### src/annunciator_pkg.sv
// Contract
// - eight indicators: alarm, shutdown, six dedicated
// - alarm fault flashes yellow, latches code
// - general shutdown flashes red, stops, shows code
// - dedicated fault flashes own lamp, blocks start
// - dedicated faults carry no fault code
// - oil threshold chosen by idle or rated
// - temperature, speed, level probe raise faults
// - overcrank after total crank time expires
// - emergency halt button stops and blocks start
// - overridden fault: steady lamp, keep running
// - overrides default to shutdown after reset
// - upper display shows phase, key advances
// - lower display scrolls, two seconds each
// - meter key freezes scroll, pointer flashes
// - relay marks shown while relay energized
// - lamp test lights everything, horn on
// - alarm-codes key toggles only while alarm
// - seven keys, service-only keys gated
// - service mode takes over both displays
// - off/reset clears latches, stops engine
package annunciator_pkg;

	// ****************************************
	// timing
	// ****************************************
	localparam int unsigned CLK_HZ      = 125_000_000;
	localparam int unsigned SCROLL_S    = 2;
	localparam int unsigned SCROLL_CYC  = SCROLL_S * CLK_HZ;
	localparam int unsigned BLINK_MS    = 500;
	localparam int unsigned BLINK_CYC   = BLINK_MS * (CLK_HZ / 1000);
	localparam int unsigned SEC_CYC     = CLK_HZ;

	// ****************************************
	// sizes
	// ****************************************
	localparam int unsigned N_KEYS   = 7;
	localparam int unsigned N_DED    = 6;
	localparam int unsigned N_PHASES = 3;
	localparam int unsigned N_QTY    = 7;
	localparam int unsigned N_RELAYS = 2;
	localparam int unsigned N_PINS   = 3;

	// ****************************************
	// key, dedicated fault and pin positions
	// ****************************************
	localparam int unsigned KEY_LEFT    = 0;
	localparam int unsigned KEY_PHASE   = 1;
	localparam int unsigned KEY_METER   = 2;
	localparam int unsigned KEY_LAMP    = 3;
	localparam int unsigned KEY_CODES   = 4;
	localparam int unsigned KEY_EXIT    = 5;
	localparam int unsigned KEY_SERVICE = 6;

	localparam int unsigned DED_OIL   = 0;
	localparam int unsigned DED_HALT  = 1;
	localparam int unsigned DED_TEMP  = 2;
	localparam int unsigned DED_SPEED = 3;
	localparam int unsigned DED_LEVEL = 4;
	localparam int unsigned DED_CRANK = 5;

	localparam int unsigned PIN_HALT  = 0;
	localparam int unsigned PIN_LEVEL = 1;
	localparam int unsigned PIN_OFF   = 2;

	// ****************************************
	// register map (byte addresses)
	// ****************************************
	localparam logic [7:0] ADDR_CTRL      = 8'h00;
	localparam logic [7:0] ADDR_OIL_IDLE  = 8'h04;
	localparam logic [7:0] ADDR_OIL_RATED = 8'h08;
	localparam logic [7:0] ADDR_TEMP_LIM  = 8'h0c;
	localparam logic [7:0] ADDR_SPEED_LIM = 8'h10;
	localparam logic [7:0] ADDR_CRANK_LIM = 8'h14;
	localparam logic [7:0] ADDR_STATUS    = 8'h18;
	localparam logic [7:0] ADDR_CODES     = 8'h1c;

	// ctrl fields: override enables
	localparam int unsigned CTRL_OVR_OIL   = 0;
	localparam int unsigned CTRL_OVR_TEMP  = 1;
	localparam int unsigned CTRL_OVR_LEVEL = 2;

	// status field positions
	localparam int unsigned ST_DED     = 0;
	localparam int unsigned ST_ALARM   = 6;
	localparam int unsigned ST_GSHUT   = 7;
	localparam int unsigned ST_STOP    = 8;
	localparam int unsigned ST_BLOCK   = 9;
	localparam int unsigned ST_SERVICE = 10;
	localparam int unsigned ST_FROZEN  = 11;
	localparam int unsigned ST_QTY     = 12;
	localparam int unsigned ST_PHASE   = 16;
	localparam int unsigned ST_ITEM    = 20;

	// reset values
	localparam logic [2:0]  CTRL_RST      = 3'h0;
	localparam logic [15:0] OIL_IDLE_RST  = 16'h0000;
	localparam logic [15:0] OIL_RATED_RST = 16'h0000;
	localparam logic [15:0] TEMP_LIM_RST  = 16'hffff;
	localparam logic [15:0] SPEED_LIM_RST = 16'hffff;
	localparam logic [15:0] CRANK_LIM_RST = 16'h0000;

	typedef enum logic [2:0] {
		UP_GEN,
		UP_ALARM_CODE,
		UP_SHUT_CODE,
		UP_SERVICE,
		UP_LAMP
	} upper_mode_type;

endpackage

### src/pin_evt_if.sv
`timescale 1ns/10ps
interface pin_evt_if #(parameter int unsigned W = 1);
	logic [W-1:0] level;
	logic [W-1:0] rise;
	modport src (output level, output rise);
	modport dst (input level, input rise);
endinterface

### src/fault_annunciator_display.sv
// The implementer's own choices: the APB slave port and the placing of the registers.
`timescale 1ns/10ps
module fault_annunciator_display
	import annunciator_pkg::*;
#(
	parameter int unsigned SCROLL_CYCLES = SCROLL_CYC,
	parameter int unsigned BLINK_CYCLES  = BLINK_CYC,
	parameter int unsigned SEC_CYCLES    = SEC_CYC
) (
	// clock and reset
	input  wire logic                ref_clk,
	input  wire logic                rst,
	// apb slave
	input  wire logic                psel,
	input  wire logic                penable,
	input  wire logic                pwrite,
	input  wire logic [7:0]          paddr,
	input  wire logic [31:0]         pwdata,
	output logic      [31:0]         prdata,
	output logic                     pready,
	output logic                     pslverr,
	// panel pins
	input  wire logic [N_KEYS-1:0]   key_pin,
	input  wire logic                emergency_halt_button,
	input  wire logic                level_probe_low,
	input  wire logic                off_reset_pos,
	// engine state and measurements
	input  wire logic                engine_running,
	input  wire logic                engine_at_rated,
	input  wire logic                crank_active,
	input  wire logic [15:0]         oil_pressure,
	input  wire logic [15:0]         coolant_temp,
	input  wire logic [15:0]         engine_speed,
	input  wire logic [N_RELAYS-1:0] relay_energized,
	// fault events from the classifier
	input  wire logic                alarm_evt,
	input  wire logic [7:0]          alarm_code,
	input  wire logic                gshut_evt,
	input  wire logic [7:0]          gshut_code,
	// indicators
	output logic                     ind_alarm,
	output logic                     ind_shutdown,
	output logic      [N_DED-1:0]    ind_dedicated,
	// engine control
	output logic                     stop_engine,
	output logic                     start_block,
	// displays
	output logic      [2:0]          upper_mode,
	output logic      [1:0]          upper_phase,
	output logic      [7:0]          upper_code,
	output logic      [2:0]          lower_qty,
	output logic                     lower_pointer,
	output logic                     lower_service,
	output logic                     relay_one_mark,
	output logic                     relay_two_mark,
	output logic                     segments_all_on,
	// optional alarm module
	output logic                     alarm_mod_lamps,
	output logic                     alarm_mod_horn
);

	// ****************************************
	// pin synchronisers
	// ****************************************
	pin_evt_if #(.W(N_KEYS)) key_evt ();
	pin_evt_if #(.W(N_PINS)) pin_evt ();

	pin_sync #(.W(N_KEYS)) u_keys (
		.ref_clk (ref_clk),
		.rst     (rst),
		.pins    (key_pin),
		.evt     (key_evt.src)
	);

	wire [N_PINS-1:0] misc_pins = {off_reset_pos, level_probe_low, emergency_halt_button};

	pin_sync #(.W(N_PINS)) u_pins (
		.ref_clk (ref_clk),
		.rst     (rst),
		.pins    (misc_pins),
		.evt     (pin_evt.src)
	);

	wire off_lvl   = pin_evt.level[PIN_OFF];
	wire halt_lvl  = pin_evt.level[PIN_HALT];
	wire probe_lvl = pin_evt.level[PIN_LEVEL];

	// ****************************************
	// registers
	// ****************************************
	logic [2:0]  ctrl_r;
	logic [15:0] oil_idle_r, oil_rated_r, temp_lim_r, speed_lim_r, crank_lim_r;
	logic [31:0] prdata_r;
	logic        pready_r, pslverr_r;

	// ****************************************
	// apb decode
	// ****************************************
	wire access   = psel & penable;
	wire wr_done  = access & pready_r & pwrite;
	wire sel_ctrl = (paddr == ADDR_CTRL);
	wire sel_oi   = (paddr == ADDR_OIL_IDLE);
	wire sel_or   = (paddr == ADDR_OIL_RATED);
	wire sel_tl   = (paddr == ADDR_TEMP_LIM);
	wire sel_sl   = (paddr == ADDR_SPEED_LIM);
	wire sel_cl   = (paddr == ADDR_CRANK_LIM);
	wire sel_st   = (paddr == ADDR_STATUS);
	wire sel_cd   = (paddr == ADDR_CODES);
	wire mapped   = sel_ctrl | sel_oi | sel_or | sel_tl | sel_sl | sel_cl | sel_st | sel_cd;
	// status is read-only; writing it is an error
	wire bad      = ~mapped | (pwrite & (sel_st | sel_cd));

	// ****************************************
	// fault detection
	// ****************************************
	logic [N_DED-1:0] ded_r;
	logic             alarm_r, gshut_r;
	logic [7:0]       alarm_code_r, gshut_code_r;
	logic [31:0]      sec_cnt_r;
	logic [15:0]      crank_sec_r;

	wire [15:0] oil_lim = engine_at_rated ? oil_rated_r : oil_idle_r;
	wire oil_low   = engine_running & (oil_pressure < oil_lim);
	wire temp_high = coolant_temp > temp_lim_r;
	wire speed_hi  = engine_speed > speed_lim_r;
	wire crank_out = crank_active & ~engine_running & (crank_sec_r >= crank_lim_r);
	wire sec_tick  = (sec_cnt_r == SEC_CYCLES - 1);

	wire [N_DED-1:0] ded_cond = {crank_out, probe_lvl, speed_hi, temp_high, halt_lvl, oil_low};
	// new detections win over a clear in the same cycle
	wire [N_DED-1:0] ded_nxt  = ded_cond | (ded_r & {N_DED{~off_lvl}});

	// overrides only exist for oil, temperature and level
	wire [N_DED-1:0] ovr_mask;
	assign ovr_mask[DED_OIL]   = ctrl_r[CTRL_OVR_OIL];
	assign ovr_mask[DED_HALT]  = 1'b0;
	assign ovr_mask[DED_TEMP]  = ctrl_r[CTRL_OVR_TEMP];
	assign ovr_mask[DED_SPEED] = 1'b0;
	assign ovr_mask[DED_LEVEL] = ctrl_r[CTRL_OVR_LEVEL];
	assign ovr_mask[DED_CRANK] = 1'b0;

	wire [N_DED-1:0] ded_shut   = ded_r & ~ovr_mask;
	wire [N_DED-1:0] ded_steady = ded_r & ovr_mask;

	wire alarm_nxt = alarm_evt | (alarm_r & ~off_lvl);
	wire gshut_nxt = gshut_evt | (gshut_r & ~off_lvl);
	// alarms never touch run state or start permission
	wire block_nxt = (|ded_shut) | gshut_r;
	wire stop_nxt  = block_nxt | off_lvl;

	// ****************************************
	// blink, keys and display state
	// ****************************************
	logic [31:0] blink_cnt_r, scroll_cnt_r;
	logic        blink_r, service_r, frozen_r, alarm_view_r;
	logic [1:0]  phase_r;
	logic [2:0]  qty_r;
	logic [3:0]  item_r;

	wire blink_wrap  = (blink_cnt_r == BLINK_CYCLES - 1);
	wire scroll_wrap = (scroll_cnt_r == SCROLL_CYCLES - 1);
	wire lamp_test   = key_evt.level[KEY_LAMP] & ~service_r;
	// normal-meaning keys are dead in service mode, service keys dead outside
	wire press_phase = key_evt.rise[KEY_PHASE] & ~service_r;
	wire press_meter = key_evt.rise[KEY_METER] & ~service_r;
	wire press_codes = key_evt.rise[KEY_CODES] & ~service_r & alarm_r;
	wire press_left  = key_evt.rise[KEY_LEFT] & service_r;
	wire press_exit  = key_evt.rise[KEY_EXIT] & service_r;
	wire press_serv  = key_evt.rise[KEY_SERVICE];

	wire [1:0] phase_nxt = (phase_r == 2'(N_PHASES - 1)) ? 2'h0 : phase_r + 2'h1;
	wire [2:0] qty_nxt   = (qty_r == 3'(N_QTY - 1)) ? 3'h0 : qty_r + 3'h1;

	upper_mode_type up_sel;
	assign up_sel = lamp_test    ? UP_LAMP :
	                service_r    ? UP_SERVICE :
	                gshut_r      ? UP_SHUT_CODE :
	                alarm_view_r ? UP_ALARM_CODE : UP_GEN;

	// dedicated faults never select a code
	wire [7:0] code_sel = (up_sel == UP_SHUT_CODE) ? gshut_code_r :
	                      (up_sel == UP_ALARM_CODE) ? alarm_code_r : 8'h00;

	wire [N_DED-1:0] ded_lamps = {N_DED{lamp_test}} | (ded_shut & {N_DED{blink_r}}) | ded_steady;

	// ****************************************
	// read mux
	// ****************************************
	wire [31:0] status_word = (32'(ded_r) << ST_DED) | (32'(alarm_r) << ST_ALARM)
		| (32'(gshut_r) << ST_GSHUT) | (32'(stop_engine) << ST_STOP)
		| (32'(start_block) << ST_BLOCK) | (32'(service_r) << ST_SERVICE)
		| (32'(frozen_r) << ST_FROZEN) | (32'(qty_r) << ST_QTY)
		| (32'(phase_r) << ST_PHASE) | (32'(item_r) << ST_ITEM);

	wire [31:0] rd_word = sel_ctrl ? 32'(ctrl_r) :
	                      sel_oi   ? 32'(oil_idle_r) :
	                      sel_or   ? 32'(oil_rated_r) :
	                      sel_tl   ? 32'(temp_lim_r) :
	                      sel_sl   ? 32'(speed_lim_r) :
	                      sel_cl   ? 32'(crank_lim_r) :
	                      sel_st   ? status_word :
	                      sel_cd   ? {16'h0000, gshut_code_r, alarm_code_r} : 32'h0000_0000;

	// ****************************************
	// apb slave: one wait state, registered answer
	// ****************************************
	always_ff @(posedge ref_clk) begin
		if (rst) begin
			pready_r  <= 1'b0;
			pslverr_r <= 1'b0;
			prdata_r  <= 32'h0000_0000;
		end else begin
			pready_r  <= access & ~pready_r;
			pslverr_r <= access & ~pready_r & bad;
			prdata_r  <= (access & ~pready_r & ~pwrite) ? rd_word : 32'h0000_0000;
		end
	end

	assign pready  = pready_r;
	assign pslverr = pslverr_r;
	assign prdata  = prdata_r;

	always_ff @(posedge ref_clk) begin
		if (rst) begin
			ctrl_r      <= CTRL_RST;
			oil_idle_r  <= OIL_IDLE_RST;
			oil_rated_r <= OIL_RATED_RST;
			temp_lim_r  <= TEMP_LIM_RST;
			speed_lim_r <= SPEED_LIM_RST;
			crank_lim_r <= CRANK_LIM_RST;
		end else if (wr_done) begin
			ctrl_r      <= sel_ctrl ? pwdata[2:0] : ctrl_r;
			oil_idle_r  <= sel_oi ? pwdata[15:0] : oil_idle_r;
			oil_rated_r <= sel_or ? pwdata[15:0] : oil_rated_r;
			temp_lim_r  <= sel_tl ? pwdata[15:0] : temp_lim_r;
			speed_lim_r <= sel_sl ? pwdata[15:0] : speed_lim_r;
			crank_lim_r <= sel_cl ? pwdata[15:0] : crank_lim_r;
		end
	end

	// ****************************************
	// fault latches and crank timer
	// ****************************************
	always_ff @(posedge ref_clk) begin
		if (rst) begin
			ded_r        <= '0;
			alarm_r      <= 1'b0;
			gshut_r      <= 1'b0;
			alarm_code_r <= 8'h00;
			gshut_code_r <= 8'h00;
			sec_cnt_r    <= 32'h0000_0000;
			crank_sec_r  <= 16'h0000;
		end else begin
			ded_r        <= ded_nxt;
			alarm_r      <= alarm_nxt;
			gshut_r      <= gshut_nxt;
			alarm_code_r <= alarm_evt ? alarm_code : alarm_code_r;
			gshut_code_r <= gshut_evt ? gshut_code : gshut_code_r;
			sec_cnt_r    <= (sec_tick | ~crank_active) ? 32'h0000_0000 : sec_cnt_r + 32'h1;
			// total crank time accumulates over rest periods; cleared on start or reset
			if (engine_running | off_lvl)
				crank_sec_r <= 16'h0000;
			else if (sec_tick & (crank_sec_r != 16'hffff))
				crank_sec_r <= crank_sec_r + 16'h1;
		end
	end

	// ****************************************
	// keypad and display state
	// ****************************************
	always_ff @(posedge ref_clk) begin
		if (rst) begin
			blink_cnt_r  <= 32'h0000_0000;
			blink_r      <= 1'b0;
			scroll_cnt_r <= 32'h0000_0000;
			qty_r        <= 3'h0;
			phase_r      <= 2'h0;
			frozen_r     <= 1'b0;
			alarm_view_r <= 1'b0;
			service_r    <= 1'b0;
			item_r       <= 4'h0;
		end else begin
			blink_cnt_r  <= blink_wrap ? 32'h0000_0000 : blink_cnt_r + 32'h1;
			blink_r      <= blink_wrap ? ~blink_r : blink_r;
			// frozen scroll clears the count so resume restarts a full hold
			scroll_cnt_r <= (frozen_r | scroll_wrap) ? 32'h0000_0000 : scroll_cnt_r + 32'h1;
			qty_r        <= (~frozen_r & scroll_wrap) ? qty_nxt : qty_r;
			phase_r      <= press_phase ? phase_nxt : phase_r;
			frozen_r     <= press_meter ? ~frozen_r : frozen_r;
			alarm_view_r <= alarm_r & (press_codes ? ~alarm_view_r : alarm_view_r);
			service_r    <= press_serv | (service_r & ~press_exit);
			item_r       <= press_left ? item_r + 4'h1 : (service_r ? item_r : 4'h0);
		end
	end

	// ****************************************
	// registered outputs
	// ****************************************
	always_ff @(posedge ref_clk) begin
		if (rst) begin
			ind_alarm       <= 1'b0;
			ind_shutdown    <= 1'b0;
			ind_dedicated   <= '0;
			stop_engine     <= 1'b0;
			start_block     <= 1'b0;
			upper_mode      <= 3'h0;
			upper_phase     <= 2'h0;
			upper_code      <= 8'h00;
			lower_qty       <= 3'h0;
			lower_pointer   <= 1'b0;
			lower_service   <= 1'b0;
			relay_one_mark  <= 1'b0;
			relay_two_mark  <= 1'b0;
			segments_all_on <= 1'b0;
			alarm_mod_lamps <= 1'b0;
			alarm_mod_horn  <= 1'b0;
		end else begin
			ind_alarm       <= lamp_test | (alarm_r & blink_r);
			ind_shutdown    <= lamp_test | (gshut_r & blink_r);
			ind_dedicated   <= ded_lamps;
			stop_engine     <= stop_nxt;
			start_block     <= block_nxt;
			upper_mode      <= up_sel;
			upper_phase     <= phase_r;
			upper_code      <= code_sel;
			lower_qty       <= qty_r;
			lower_pointer   <= lamp_test | (~service_r & (~frozen_r | blink_r));
			lower_service   <= service_r & ~lamp_test;
			relay_one_mark  <= lamp_test | (~service_r & relay_energized[0]);
			relay_two_mark  <= lamp_test | (~service_r & relay_energized[1]);
			segments_all_on <= lamp_test;
			alarm_mod_lamps <= lamp_test;
			alarm_mod_horn  <= lamp_test;
		end
	end

endmodule // fault_annunciator_display

### src/pin_sync.sv
`timescale 1ns/10ps
module pin_sync
	import annunciator_pkg::*;
#(
	parameter int unsigned W = 1
) (
	// clock and reset
	input  wire logic         ref_clk,
	input  wire logic         rst,
	// raw pins
	input  wire logic [W-1:0] pins,
	// settled levels and press pulses
	pin_evt_if.src            evt
);

	// ****************************************
	// three-stage capture per pin
	// ****************************************
	genvar i;
	generate
		for (i = 0; i < W; i++) begin : g_bit
			logic s1_r, s2_r, s3_r, lvl_r, rise_r;
			wire  agree = (s2_r == s3_r);
			always_ff @(posedge ref_clk) begin
				if (rst) begin
					s1_r   <= 1'b0;
					s2_r   <= 1'b0;
					s3_r   <= 1'b0;
					lvl_r  <= 1'b0;
					rise_r <= 1'b0;
				end else begin
					s1_r   <= pins[i];
					s2_r   <= s1_r;
					s3_r   <= s2_r;
					// only a level seen on two stages counts
					lvl_r  <= agree ? s3_r : lvl_r;
					rise_r <= agree & s3_r & ~lvl_r;
				end
			end
			assign evt.level[i] = lvl_r;
			assign evt.rise[i]  = rise_r;
		end
	endgenerate

endmodule // pin_sync

### config.mk
export PLATFORM = sky130hd
export DESIGN_NAME = fault_annunciator_display
export DESIGN_NICKNAME = d
export VERILOG_FILES = /design/src/annunciator_pkg.sv /design/src/pin_evt_if.sv /design/src/fault_annunciator_display.sv /design/src/pin_sync.sv
export SDC_FILE = /design/constraint.sdc
export NUM_CORES = 1
export LEC_CHECK = 0
export BUFFER_PORTS_ARGS = -buffer_cell sky130_fd_sc_hd__buf_4
export CAP_MARGIN = 25
export CORE_MARGIN = 10
export CORE_UTILIZATION = 30
export CTS_BUF_LIST = sky130_fd_sc_hd__clkbuf_4 sky130_fd_sc_hd__clkbuf_8
export DETAILED_ROUTE_END_ITERATION = 10
export PLACE_DENSITY_LB_ADDON = 0.3
export REMOVE_ABC_BUFFERS = 1
export SLEW_MARGIN = 5
export SYNTH_ARGS = -nofsm -noshare
export SYNTH_HDL_FRONTEND = slang
export SYNTH_SLANG_ARGS = --single-unit
### constraint.sdc
create_clock -name ref_clk -period 6 [get_ports ref_clk]
set_input_delay 0.3 -clock ref_clk [delete_from_list [all_inputs] [get_ports ref_clk]]
set_output_delay 0.3 -clock ref_clk [all_outputs]
set_load 0.05 [all_outputs]
; ---- After elaboration in Yosys (flattened, before gate mapping)
; Cells that the tools add are included.
[word_totals]
reg_bits = 335
word_cells = 259
output_inout_bits = 67
input_bits = 126
[classes]
addsub = 7
n_mux = 20
n_eq_ne = 26
n_bitwise = 100
order_cmp = 4
reduce_logical = 15
[op_table]
columns = op, n
row1 = $mux W16, 7
row2 = $add A32 B1 Y32 const B, 3
row3 = $and A1 B1 Y1, 41
row4 = $eq A32 B26 Y1 const B, 1
row5 = $eq A32 B27 Y1 const B, 1
row6 = $eq A32 B28 Y1 const B, 1
row7 = $eq A8 B5 Y1 const B, 4
row8 = $gt A16 B16 Y1, 2
row9 = $mux W24, 1
row10 = $or A18 B24 Y24, 1
row11 = $or A1 B1 Y1, 23
row12 = $not A1 Y1, 19
row13 = $and A6 B6 Y6, 3
row14 = $or A15 B18 Y18, 1
row15 = $or A6 B6 Y6, 3
row16 = $add A16 B1 Y16 const B, 1
row17 = $eq A8 B4 Y1 const B, 2
row18 = $ge A16 B16 Y1, 1
row19 = $lt A16 B16 Y1, 1
row20 = $mux W8, 2
row21 = $ne A16 B16 Y1 const B, 1
row22 = $or A12 B15 Y15, 1
row23 = $or A11 B12 Y12, 1
row24 = $reduce_and A2 Y1, 6
row25 = other kinds (26), 45

; ---- Depth between registers and ports, before layout
[logic_depth]
word_depth = 16
ltp_mapped = 9
mapped_depth_nobuf = 7

; ---- Modules after synthesis
; From an unflattened synthesis, not the netlist that was laid out.
[unflattened]
hier_cells = 1743
area_unflattened_um2 = 15482.3
[by_module_without_submodules]
columns = mod, cells_per_inst, instances, seq_area_each_um2, area_each_um2
row1 = fault_annunciator_display, 1599, 1, 5725.5, 13705.6
row2 = pin_sync at u_keys, 101, 1, 700.7, 1242.4
row3 = pin_sync at u_pins, 43, 1, 300.3, 534.3

; ---- Worst setup path before layout
; Ideal clock, no wire load.
[synth_timing]
path_kind = input port to flip-flop
start = in engine_at_rated
end = reg ded_r[0]
cell_stages = 9
required_ns = 5.921
path_slack_ns = 3.605
setup_ns = 0.079
arrival_time_ns = 2.316
cell_sequence = clkbuf_1 clkbuf_1 mux2i_1 ha_1 o21a_1 nor2_1 nor4b_1 a211o_1 o211ai_1
[synth_between]
elab_chain_len = 4
[synth_rtl]
columns = element, line_no
row1 = start: declaration, fault_annunciator_display.sv:29  ; input wire logic engine_at_rated,
row2 = $mux W16, fault_annunciator_display.sv:122  ; wire [15:0] oil_lim = engine_at_rated ? oil_rated_r : oil_idle_r;
row3 = $lt A16 B16 Y1, fault_annunciator_display.sv:123  ; wire oil_low = engine_running & (oil_pressure < oil_lim);
row4 = $and A1 B1 Y1, fault_annunciator_display.sv:123
row5 = $or A6 B6 Y6, fault_annunciator_display.sv:131  ; wire [N_DED-1:0] ded_nxt = ded_cond | (ded_r & {N_DED{~off_lvl}});
row6 = end signal: assignment, fault_annunciator_display.sv:254  ; ded_r <= ded_nxt;
row7 = end: declaration, fault_annunciator_display.sv:116  ; logic [N_DED-1:0] ded_r;
; No other way between the ends.
; A chain may end at the register's enable or synchronous reset.

; ---- Final worst setup path
[layout_timing]
start = in paddr[3]
end = reg oil_rated_r[8]
[layout_between]
elab_chain_len = 2
[layout_rtl]
columns = element, line_no
row1 = start: declaration, fault_annunciator_display.sv:17  ; input wire logic [7:0] paddr,
row2 = $eq A8 B4 Y1, fault_annunciator_display.sv:103  ; wire sel_or = (paddr == ADDR_OIL_RATED);
row3 = $reduce_and A2 Y1 (no line), -
row4 = end signal: assignment, fault_annunciator_display.sv:234  ; oil_rated_r <= sel_or ? pwdata[15:0] : oil_rated_r;
row5 = end: declaration, fault_annunciator_display.sv:92  ; logic [15:0] oil_idle_r, oil_rated_r, temp_lim_r, speed_lim_r, crank_lim_r;
; No other way between the ends.

==> results.tsv <==
stage	metric	value	unit
detailed_routing	drc	0	
cts	clk_latency	0.65	ns
die	die_w	244	µm
global_route	grt_pass1_wl	73500	µm
die	io_pins	193	
detailed_routing	first_iter_violations	987	
cts	clk_pin_slew	0.06	ns
min_path	whs_path_depth	3	
job	maxCapViolations	0	
cts	h-tree-depth	2	
final_layout	n_fill_cell	5024	
pwr	ir_drop	0.142	mV
timing	setup_ws	2.95	ns
global_route	antenna_found_initial	2	
logic_synthesis	netlist_top_cells_area	dfxtp_1, ha_1, nand2_1	
final_layout	layout-area-overhead-vs-synth	24.0	%
die	core	49300	µm²
die	dieArea	59400	µm²
logic_synthesis	synthFlopType	dfxtp_1	
timing	fmax	328	MHz
worst_setup_path	ff2ff_path_depth	6	
logic_synthesis	async_reset_ff_frac	0	
detailed_routing	via_per_inst	4.97	
global_route	grt_pass1_vias	12856	
logic_synthesis	synth.avg_cell_area	8.72	µm²
run_status	run_status	complete, no violations	
detailed_routing	drt-total-wl	47500	µm
worst_setup_path	worstPathBufferInverterCount	2	
detailed_routing	drtPass1Iterations	5	
timing	hold_violations	0	
worst_setup_path	critical_path_class	primary input to register	
timing	tns	0	ns
pwr	total_leakage_power	7.32	nW
cts	cts_buffers	57	
place	place_ws	2.82	ns
worst_setup_path	setup.worst_path.start	paddr[3]	
worst_setup_path	cp-start-kind	primary input	
timing	period_needed	3.05	ns
timing	slew-limit-headroom	0.358	
min_path	hold_path_class	primary input to register	
timing	skew	0.0281	ns
die	die_h	244	µm
logic_synthesis	yosys_register_bits	332	
die	num_rows	81	
cts	max-clock-path-buffers	3	
global_route	overflow	0	
timing	finalSetupViolCount	0	
detailed_routing	routedWlPerCell	18.0	µm
timing	max_slew.worst_pin.slew	0.955	ns
place	place_inst	2484	
worst_setup_path	critPathMaxFanout	29	
worst_setup_path	critPathCaptureType	register	
cts	post_cts_resized	0	
timing	fin_hold_ws	0.0596	ns
worst_setup_path	critPathTopFamily	simple AND/OR/NAND/NOR gates	
place	place_congestion	0.910	
worst_setup_path	crit_path_cell_trace	buf_4 > nor4b_2 > and2_1 > and2_1 > nand2_1 > a21oi_1 > dlygate4sd3_1	
worst_setup_path	required	6.59	ns
logic_synthesis	synth_top_cell_by_area	dfxtp_1	
cts	clock-sinks	332	
pwr	power.density	259	nW/µm²
worst_setup_path	arrival	3.64	ns
global_route	grt_usage	0.155	
global_route	grt_max_degree	73	
logic_synthesis	synth_cell_types	75	
min_path	worstHoldStart	paddr[4]	
logic_synthesis	yosysSeqAreaShare	0.442	
logic_synthesis	synth_edf_count	0	
detailed_routing	vias	13108	
timing	slew_viol_final	0	
timing	grt_setup_unrepaired	false	
worst_setup_path	slowest_delay	0.85	ns
cts	cts_root_buf	clkbuf_8	
worst_setup_path	crit_top_cell	and2_1	
logic_synthesis	yosys_warnings	0	
final_layout	drive_gt1_frac	0.156	
logic_synthesis	synth_top_area_frac	0.442	
cts	cts_tree	done	
place	dp_hpwl	34900	µm
worst_setup_path	r2r-start	scroll_cnt_r[0]	
final_layout	fin_nets	2133	
place	port_buffers	166	
detailed_routing	ant_nets	0	
logic_synthesis	synthCells	1723	
worst_setup_path	crit_cells	7	
logic_synthesis	synthesis.area	15000	µm²
place	dpl_cell_area	16800	µm²
die	initial_core_util	0.305	
final_layout	stdcell_area	18600	µm²
timing	fin_crit_sh	0.508	
worst_setup_path	cpMaxStageDelayCell	nor4b_2	
final_layout	stdcell_count	2639	
[metrics by stage]
step / utilization / total power, mW
2_1_floorplan: - / 2.41
3_3_place_gp: 0.341 / 2.58
3_5_place_dp: 0.342 / 2.58
4_1_cts: 0.377 / 4.89
5_1_grt: 0.378 / 5.02
6_report: 0.378 / 4.83
[per-layer routing]
metal | track usage | vias up | part of all wire
met4 | 0.0605 | 0 | 0.034
met1 | 0.208 | 6152 | 0.47
met5 | 0 | - | 0
met2 | 0.233 | 420 | 0.43
li1 | - | 6440 | -
met3 | 0.0402 | 96 | 0.075
[synthesized netlist by cell type, drive strengths merged, types with 3 or more instances]
master / instances
a211oi: 7
a21o: 10
a21oi: 118
a221oi: 7
a22oi: 23
a31oi: 4
and2: 16
and3: 17
and4: 14
buf: 32
clkbuf: 55
dfxtp: 332
ha: 74
inv: 71
mux2: 3
mux2i: 51
nand2: 220
nand2b: 8
nand3: 54
nand3b: 3
nand4: 54
nor2: 183
nor2b: 45
nor3: 20
nor3b: 9
nor4: 24
nor4b: 7
o2111ai: 3
o211ai: 39
o21a: 6
o21ai: 41
o21bai: 3
o22ai: 13
o31ai: 5
or2: 3
or3: 21
or4: 6
or4b: 3
xnor2: 32
xor2: 59
[worst reg2reg max path: stages (launching register included)]
cell       delay, ns
dfxtp_1         0.39
ha_1            0.25
nand3_1         0.24
nor4_1          0.77
or3_1           0.39
clkbuf_16       0.27
nor2_1          0.07
[repair_timing]
action                    4_1_cts  5_1_grt
hold buffers                   51        0
buffers inserted                0        0
hold endpoints to repair      114        0
[cell usage in the layout (no fill, tap or decap), drive strengths merged, types with 8 or more instances in the layout]
cell type | Yosys | final
o211ai | 39 | 39
nor4 | 24 | 24
nand4 | 54 | 54
dlygate4sd3 | 0 | 51
nand3 | 54 | 54
or3 | 21 | 21
clkinv | 0 | 10
nor3b | 9 | 9
o21ai | 41 | 41
nand2 | 220 | 220
a21o | 10 | 10
mux2i | 51 | 51
xnor2 | 32 | 32
xor2 | 59 | 59
ha | 74 | 74
inv | 71 | 71
a22oi | 23 | 23
and2 | 16 | 16
nand2b | 8 | 8
buf | 32 | 177
o22ai | 13 | 13
and4 | 14 | 14
clkbuf | 55 | 85
nor2 | 183 | 183
and3 | 17 | 17
dfxtp | 332 | 332
conb | 1 | 10
nor3 | 20 | 20
a21oi | 118 | 118
nor2b | 45 | 45
[kinds of logic after synthesis]
family,after synthesis,share of synthesized area
AOI/OAI and AO/OA,299,0.124
buffers and inverters,159,0.0455
muxes,56,0.0392
DFF,332,0.442
and+or+nand+nor,711,0.234
other,1,0.000250
xor gates and xnor gates,91,0.0530
adders and majority gates,74,0.0616
[power by group]
part           leakage [nW]  switching, mW  total [mW]  internal, mW
Clock                 0.660          0.949        2.26          1.31
Sequential             2.69         0.0314        2.26          2.23
Combinational          3.97          0.175       0.304         0.129
Total                  7.32           1.16        4.83          3.67
[flip-flops by register name, indices dropped and copies added, names as in the netlist, 7 cells and up]
name and flops:
alarm_code_r 8, blink_cnt_r 32, crank_lim_r 16, crank_sec_r 16
gshut_code_r 8, oil_idle_r 16, oil_rated_r 16, prdata 22
scroll_cnt_r 32, sec_cnt_r 32, speed_lim_r 16, temp_lim_r 16
u_keys.g_bit.lvl_r 7, u_keys.g_bit.s1_r 7, u_keys.g_bit.s2_r 7, u_keys.g_bit.s3_r 7
upper_code 8
[path summary, 6_finish.rpt]
check | endpoint | slack (ns)
worst min register to register | u_keys.g_bit[6].rise_r | 0.42
worst max-delay path | oil_rated_r[8] | 2.95
worst min-delay path | pslverr | 0.06
worst max register to register | scroll_cnt_r[3] | 3.51
[cell type report]
class,instances,area (µm²),share of cell area
Antenna cell,1,2.50,0.000134
Multi-Input combinational cell,1241,7760,0.416
Sequential cell,332,6650,0.357
Clock buffer,83,1030,0.0553
Tap cell,664,831,0.0446
Inverter,71,267,0.0143
Timing Repair Buffer,230,1880,0.101
Clock inverter,17,215,0.0116
Note: power is estimated with default switching activity, not from simulation.
